`config.mk`:
```
export PLATFORM = sky130hd
export DESIGN_NAME = pbd_top
export DESIGN_NICKNAME = d
export VERILOG_FILES = /design/src/rtl/pbd_pkg.sv /design/src/rtl/pbd_pin_cell.sv /design/src/rtl/pbd_top.sv
export SDC_FILE = /design/constraint.sdc
export NUM_CORES = 1
export LEC_CHECK = 0
export BUFFER_PORTS_ARGS = -buffer_cell sky130_fd_sc_hd__buf_2
export CORE_UTILIZATION = 52
export DETAILED_ROUTE_END_ITERATION = 6
export PLACE_DENSITY = 0.86
export SLEW_MARGIN = 40
export SYNTH_ARGS = -nofsm -noshare
export SYNTH_HDL_FRONTEND = slang
export SYNTH_SLANG_ARGS = --single-unit
```
`constraint.sdc`:
```
create_clock -name pclk -period 1.4 [get_ports pclk]
set_input_delay 0.14 -clock pclk [delete_from_list [all_inputs] [get_ports pclk]]
set_output_delay 0.14 -clock pclk [all_outputs]
set_load 0.02 [all_outputs]
```
`src/rtl/pbd_pkg.sv`:
```
package pbd_pkg;
	// ----------------------------------------
	// Register map
	// ----------------------------------------
	localparam logic [7:0] PBD_ADDR_PORTB_CTRL = 8'h00;
	localparam logic [7:0] PBD_ADDR_PORTD_CTRL = 8'h04;
	localparam logic [7:0] PBD_ADDR_PORTB_DATA = 8'h08;
	localparam logic [7:0] PBD_ADDR_PORTD_DATA = 8'h0c;
	localparam logic [7:0] PBD_ADDR_PORTB_PINS = 8'h10;
	localparam logic [7:0] PBD_ADDR_PORTD_PINS = 8'h14;
	localparam logic [7:0] PBD_ADDR_STATUS = 8'h18;

	// ----------------------------------------
	// Widths and reset values
	// ----------------------------------------
	localparam int PBD_PORTB_PINS = 8;
	localparam int PBD_PORTD_PINS = 6;
	localparam logic [15:0] PBD_PORTB_CTRL_RST = 16'h000a;
	localparam logic [15:0] PBD_PORTD_CTRL_RST = 16'h0000;
	localparam logic [15:0] PBD_PORTD_CTRL_MASK = 16'h0fff;
	localparam logic [7:0] PBD_PORTB_DATA_RST = 8'h00;
	localparam logic [5:0] PBD_PORTD_DATA_RST = 6'h00;

	// ----------------------------------------
	// Mode codes
	// ----------------------------------------
	localparam logic [1:0] PBD_MODE_PERIPH = 2'h0;
	localparam logic [1:0] PBD_MODE_OUT = 2'h1;
	localparam logic [1:0] PBD_MODE_IN_PU = 2'h2;
	localparam logic [1:0] PBD_MODE_IN_NOPU = 2'h3;
endpackage : pbd_pkg

```
`src/rtl/pbd_pin_cell.sv`:
```
`timescale 1ns/1ps
`default_nettype none
module pbd_pin_cell
	import pbd_pkg::*;
(
	input wire logic pclk,
	input wire logic presetn,
	input wire logic clk_en,
	input wire logic [1:0] mode,
	input wire logic port_data,
	input wire logic periph_out,
	input wire logic periph_oe,
	input wire logic pin_in,
	output logic pin_out,
	output logic pin_oe,
	output logic pin_pullup,
	output logic pin_level,
	output logic periph_in
);
	logic [2:0] sync_reg;

	// ----------------------------------------
	// Pin input synchroniser and filter
	// ----------------------------------------
	always_ff @(posedge pclk or negedge presetn)
	begin
		if (!presetn)
			sync_reg <= 3'h0;
		else if (clk_en)
			sync_reg <= {sync_reg[1:0], pin_in};
	end

	always_ff @(posedge pclk or negedge presetn)
	begin
		if (!presetn)
			pin_level <= 1'b0;
		else if (clk_en && (sync_reg[1] == sync_reg[2]))
			pin_level <= sync_reg[2];
	end

	// ----------------------------------------
	// Mode routing
	// ----------------------------------------
	always_comb
	begin
		pin_out = 1'b0;
		pin_oe = 1'b0;
		pin_pullup = 1'b0;
		periph_in = 1'b0;
		case (mode)
			PBD_MODE_PERIPH:
			begin
				pin_out = periph_out;
				pin_oe = periph_oe;
				periph_in = pin_level;
			end
			PBD_MODE_OUT:
			begin
				pin_out = port_data;
				pin_oe = 1'b1;
			end
			PBD_MODE_IN_PU:
				pin_pullup = 1'b1;
			default:
				pin_pullup = 1'b0;
		endcase
	end
endmodule : pbd_pin_cell
`default_nettype wire

```
`src/rtl/pbd_top.sv`:
```
// The APB interface to the registers and the address map were left to the implementer.
`timescale 1ns/1ps
`default_nettype none
module pbd_top
	import pbd_pkg::*;
(
	input wire logic pclk,
	input wire logic presetn,
	input wire logic clk_en,
	input wire logic manual_resetn,
	input wire logic psel,
	input wire logic penable,
	input wire logic pwrite,
	input wire logic [7:0] paddr,
	input wire logic [31:0] pwdata,
	input wire logic [3:0] pstrb,
	output logic [31:0] prdata,
	output logic pready,
	output logic pslverr,
	input wire logic [7:0] portb_in,
	output logic [7:0] portb_out,
	output logic [7:0] portb_oe,
	output logic [7:0] portb_pullup,
	input wire logic [7:0] portb_periph_out,
	input wire logic [7:0] portb_periph_oe,
	output logic [7:0] portb_periph_in,
	input wire logic [5:0] portd_in,
	output logic [5:0] portd_out,
	output logic [5:0] portd_oe,
	output logic [5:0] portd_pullup,
	input wire logic [5:0] portd_periph_out,
	input wire logic [5:0] portd_periph_oe,
	output logic [5:0] portd_periph_in
);
	logic [15:0] portb_ctrl_reg;
	logic [15:0] portd_ctrl_reg;
	logic [7:0] portb_data_reg;
	logic [5:0] portd_data_reg;
	logic [7:0] portb_level;
	logic [5:0] portd_level;
	logic [2:0] mres_sync_reg;
	logic manual_reset_active;
	logic wr_en;
	logic rd_en;
	logic [31:0] prdata_next;
	logic addr_ok;

	// ----------------------------------------
	// Field layout
	// ----------------------------------------
	localparam int PBD_FIELD_W = 2;
	localparam logic [2:0] PBD_MRES_IDLE = 3'h7;

	function automatic int pbd_field_lsb(input int pin);
		return pin * PBD_FIELD_W;
	endfunction : pbd_field_lsb

	// ----------------------------------------
	// Helpers
	// ----------------------------------------
	function automatic logic [15:0] pbd_merge16(input logic [15:0] old_val,
		input logic [31:0] wdata, input logic [3:0] strb);
		logic [15:0] res;
		res = old_val;
		if (strb[0])
			res[7:0] = wdata[7:0];
		if (strb[1])
			res[15:8] = wdata[15:8];
		return res;
	endfunction : pbd_merge16

	// ----------------------------------------
	// Manual reset synchroniser
	// ----------------------------------------
	always_ff @(posedge pclk or negedge presetn)
	begin
		if (!presetn)
			mres_sync_reg <= PBD_MRES_IDLE;
		else if (clk_en)
			mres_sync_reg <= {mres_sync_reg[1:0], manual_resetn};
	end

	always_ff @(posedge pclk or negedge presetn)
	begin
		if (!presetn)
			manual_reset_active <= 1'b0;
		else if (clk_en && (mres_sync_reg[1] == mres_sync_reg[2]))
			manual_reset_active <= !mres_sync_reg[2];
	end

	// ----------------------------------------
	// APB decode
	// ----------------------------------------
	// Zero wait states: every access ends in its first access cycle
	assign pready = 1'b1;
	assign wr_en = psel && penable && pwrite && clk_en;
	assign rd_en = psel && !penable && !pwrite;

	always_comb
	begin
		addr_ok = 1'b1;
		prdata_next = 32'h0;
		if (paddr == PBD_ADDR_PORTB_CTRL)
			prdata_next[15:0] = portb_ctrl_reg;
		else if (paddr == PBD_ADDR_PORTD_CTRL)
			prdata_next[15:0] = portd_ctrl_reg & PBD_PORTD_CTRL_MASK;
		else if (paddr == PBD_ADDR_PORTB_DATA)
			prdata_next[7:0] = portb_data_reg;
		else if (paddr == PBD_ADDR_PORTD_DATA)
			prdata_next[5:0] = portd_data_reg;
		else if (paddr == PBD_ADDR_PORTB_PINS)
			prdata_next[7:0] = portb_level;
		else if (paddr == PBD_ADDR_PORTD_PINS)
			prdata_next[5:0] = portd_level;
		else if (paddr == PBD_ADDR_STATUS)
			prdata_next[0] = manual_reset_active;
		else
			addr_ok = 1'b0;
	end

	assign pslverr = psel && penable && !addr_ok;

	always_ff @(posedge pclk or negedge presetn)
	begin
		if (!presetn)
			prdata <= 32'h0;
		else if (clk_en && rd_en)
			prdata <= prdata_next;
	end

	// ----------------------------------------
	// Control registers, untouched by manual reset
	// ----------------------------------------
	always_ff @(posedge pclk or negedge presetn)
	begin
		if (!presetn)
			portb_ctrl_reg <= PBD_PORTB_CTRL_RST;
		else if (wr_en && paddr == PBD_ADDR_PORTB_CTRL)
			portb_ctrl_reg <= pbd_merge16(portb_ctrl_reg, pwdata, pstrb);
	end

	always_ff @(posedge pclk or negedge presetn)
	begin
		if (!presetn)
			portd_ctrl_reg <= PBD_PORTD_CTRL_RST;
		else if (wr_en && paddr == PBD_ADDR_PORTD_CTRL)
			portd_ctrl_reg <= pbd_merge16(portd_ctrl_reg, pwdata, pstrb)
				& PBD_PORTD_CTRL_MASK;
	end

	// ----------------------------------------
	// Port data registers
	// ----------------------------------------
	always_ff @(posedge pclk or negedge presetn)
	begin
		if (!presetn)
			portb_data_reg <= PBD_PORTB_DATA_RST;
		else if (wr_en && paddr == PBD_ADDR_PORTB_DATA && pstrb[0])
			portb_data_reg <= pwdata[7:0];
	end

	always_ff @(posedge pclk or negedge presetn)
	begin
		if (!presetn)
			portd_data_reg <= PBD_PORTD_DATA_RST;
		else if (wr_en && paddr == PBD_ADDR_PORTD_DATA && pstrb[0])
			portd_data_reg <= pwdata[5:0];
	end

	// ----------------------------------------
	// Pin cells
	// ----------------------------------------
	genvar gi;
	generate
		for (gi = 0; gi < PBD_PORTB_PINS; gi++)
		begin : g_portb
			pbd_pin_cell u_cell (
				.pclk(pclk),
				.presetn(presetn),
				.clk_en(clk_en),
				.mode(portb_ctrl_reg[pbd_field_lsb(gi) +: PBD_FIELD_W]),
				.port_data(portb_data_reg[gi]),
				.periph_out(portb_periph_out[gi]),
				.periph_oe(portb_periph_oe[gi]),
				.pin_in(portb_in[gi]),
				.pin_out(portb_out[gi]),
				.pin_oe(portb_oe[gi]),
				.pin_pullup(portb_pullup[gi]),
				.pin_level(portb_level[gi]),
				.periph_in(portb_periph_in[gi])
			);
		end
		for (gi = 0; gi < PBD_PORTD_PINS; gi++)
		begin : g_portd
			pbd_pin_cell u_cell (
				.pclk(pclk),
				.presetn(presetn),
				.clk_en(clk_en),
				.mode(portd_ctrl_reg[pbd_field_lsb(gi) +: PBD_FIELD_W]),
				.port_data(portd_data_reg[gi]),
				.periph_out(portd_periph_out[gi]),
				.periph_oe(portd_periph_oe[gi]),
				.pin_in(portd_in[gi]),
				.pin_out(portd_out[gi]),
				.pin_oe(portd_oe[gi]),
				.pin_pullup(portd_pullup[gi]),
				.pin_level(portd_level[gi]),
				.periph_in(portd_periph_in[gi])
			);
		end
	endgenerate
endmodule : pbd_top
`default_nettype wire

```
==> results.ini <==
[die]
rows = 39
dieArea_mm2 = 0.0123
fp.dieW_um = 111
start_util_pct = 53.6
fp.dieH_um = 111
io_pins = 183
core_area_mm2 = 0.0115

[timing]
setup_viol_count_final = 14
min_period_ps = 1530
final_hold_viol_count = 0
skew_ps = 8.90
period_share_pct = 109
slew_viol_final = 0
fmax_mhz = 654
worst_slack_ps = -129
grt_setup_unrepaired = yes

[global_route]
grt_max_degree = 68
antenna_found_initial = 1
grt_overflow = 0
grt_usage_pct = 26.3
grt_pass1_vias = 4883
grt_pass1_wl_um = 25000

[placed_design]
port_buffers = 147
place_congestion = 0.868
dp_cells = 806
dp_hpwl_um = 10800

[drt]
viasPerCell = 5.51
drt_first_iter_violations = 332
ant_nets = 0
dr.pass1.iters = 7
routed_wl_um = 15900
vias = 4853
post_drt_wl_per_cell_um = 18.1
drc = 70

[setup_path]
worstSetupStartpointType = register
reg2reg_from = portd_ctrl_reg[2]$_DFFE_PN0P_
crit_path_end = portb_out[2]
rrSetupSlack_ps = 10
reg2regPathDepth = 6
r2r-end = prdata[2]$_DFFE_PN0P_
cp_max_fo = 5
cp-end-kind = output port
path_class = register to output port
critPathArrivalTime_ps = 1390
worstSetupStartpoint = portb_ctrl_reg[4]$_DFFE_PN0P_
cp_data_required_time_ps = 1260

[worst_hold_path]
worst_hold_path_type = input port to register
holdPathStages = 2

[power_and_ir_drop]
p_leak_nw = 3.94
powerDensity_mw_per_mm2 = 1250
vdd_drop_max_uv = 984

[synth]
yosys_register_bits = 118
yosysTopAreaCellShare_pct = 45.8
synth_flop_cell = dfrtp_1
synth_edf_count = 0
postSynthCellCount = 563
yosys-top-cells-area = dfrtp_1 46%, mux2_2 14%, buf_4 9.1%
synth.avg_cell_area_um2 = 11.0
synth_area_leader_cell = dfrtp_1
ys_seq_area_share_pct = 47.9
async_reset_ff_share_pct = 100
ys_warn_count = 0
synth.distinct_cells = 43
syn_area_mm2 = 0.00617

[cells_and_area]
final_cell_mix = 122 x buf_2, 90 x dfrtp_1, 75 x mux2_2
final_common_cell = buf_2
ff_latch_area_mm2 = 0.00299
final_cells = 881
finish.utilization_pct = 69.1
largest_reg_flops = 24
nets = 817
num-fill-cells = 779
multi_input_area_mm2 = 0.00270
area_growth_pct = 28.9
drive_gt1_share_pct = 49.9

[cts]
cts-htree-levels = 4
numCtsBuffers = 17
cts.sinks = 118
clock_path_buffers = 2
clock-root-buffer = clkbuf_16
clkSlewWorstSetupHoldPaths_ps = 60
clock_latency_ps = 410
cts_tree = done

[flow_run]
maxCapViolations = 0

[status]
outcome = finished with violations
failed_checks = DRC, setup timing

synth_stat cells (3+ instances only):
cell	count
a21oi_1	33
inv_1	6
mux2_2	75
buf_4	75
nor2b_1	15
dfstp_2	5
mux2_4	6
nand2b_1	15
mux2_1	4
mux2i_1	24
o221ai_1	4
dfrtp_1	113
nor3b_1	16
a211oi_1	6
clkbuf_1	9
a221oi_1	6
nand2_4	3
nor2_1	75
o21ai_0	12
nand2_1	25
buf_2	10
how the worst min path moves through the flow:
| stage | startpoint | to | slack, ps |
|---|---|---|---|
| 4_1_cts | pwdata[7] | portd_ctrl_reg[7]$_DFFE_PN0P_ | 3 |
| 5_1_grt | pwdata[7] | portd_ctrl_reg[7]$_DFFE_PN0P_ | 30 |
| 3_5_place_dp | presetn | g_portb[1].u_cell.sync_reg[0]$_DFFE_PN0P_ | 40 |
| 2_1_floorplan | presetn | g_portb[0].u_cell.pin_level$_DFFE_PN0P_ | -160 |
| 6_report | pwdata[7] | portd_ctrl_reg[7]$_DFFE_PN0P_ | 20 |
| 3_3_place_gp | presetn | g_portb[1].u_cell.sync_reg[0]$_DFFE_PN0P_ | 40 |
per-layer routing:
metal  wire (um)  global-route usage, %  vias up
li1            -                      -     2186
met1        6570                   33.3     2424
met2        8200                   45.4      213
met3         870                   4.76       30
met4         301                   9.04        0
met5           0                      0        -
kinds of logic (layout without fill, tap and decap cells):
group / count (synthesis) / count (layout) / share of synthesized area (%)
AOI/OAI and AO/OA: 67 / 67 / 6.61
buffers and inverters: 101 / 260 / 11.0
DFF: 118 / 118 / 47.9
muxes: 111 / 111 / 20.5
other: 2 / 18 / 0.122
and+or+nand+nor: 164 / 164 / 13.8
cell type report:
class                   instances  area share (%)
clock inverters                14            1.79
multi-input cells             359            33.9
inverters                       6           0.283
repair buffers                222            18.8
well taps                     143            2.25
diodes                          1          0.0314
flip-flops and latches        118            37.5
clock buffers                  18            5.39
per-stage QoR:
stage	hold slack, ps	setup WS, ps	setup TNS, ps	area (um^2)	power, mW
global placement	41.5	-141	-3790	6790	5.54
CTS	2.99	-108	-353	7770	9.91
detailed placement	42.2	-197	-5260	6790	5.63
finish	18.6	-129	-651	7960	9.97
global route	25.7	-154	-1750	7960	10.3
floorplan	-156	-65.8	-395	6230	5.22
critical path, cell delays in order, from the launching register on:
cell	delay, ps
dfrtp_2	470
mux2i_4	290
nor2_1	70
buf_4	150
power by group:
part           switching (mW)  internal [mW]  total (mW)
Clock                    1.70           2.49        4.19
Combinational           0.862          0.798        1.66
Sequential              0.349           3.77        4.12
Total                    2.91           7.06        9.97
what timing repair did:
action                                  CTS  global route
hold buffers                             25             0
pin swaps                                 2             3
hold endpoints to repair                143             0
endpoints found under the setup margin   29            42
gates cloned                              0             0
gates resized for setup                  32            46
buffers inserted                         12             7
(Power assumes the default switching activity.)
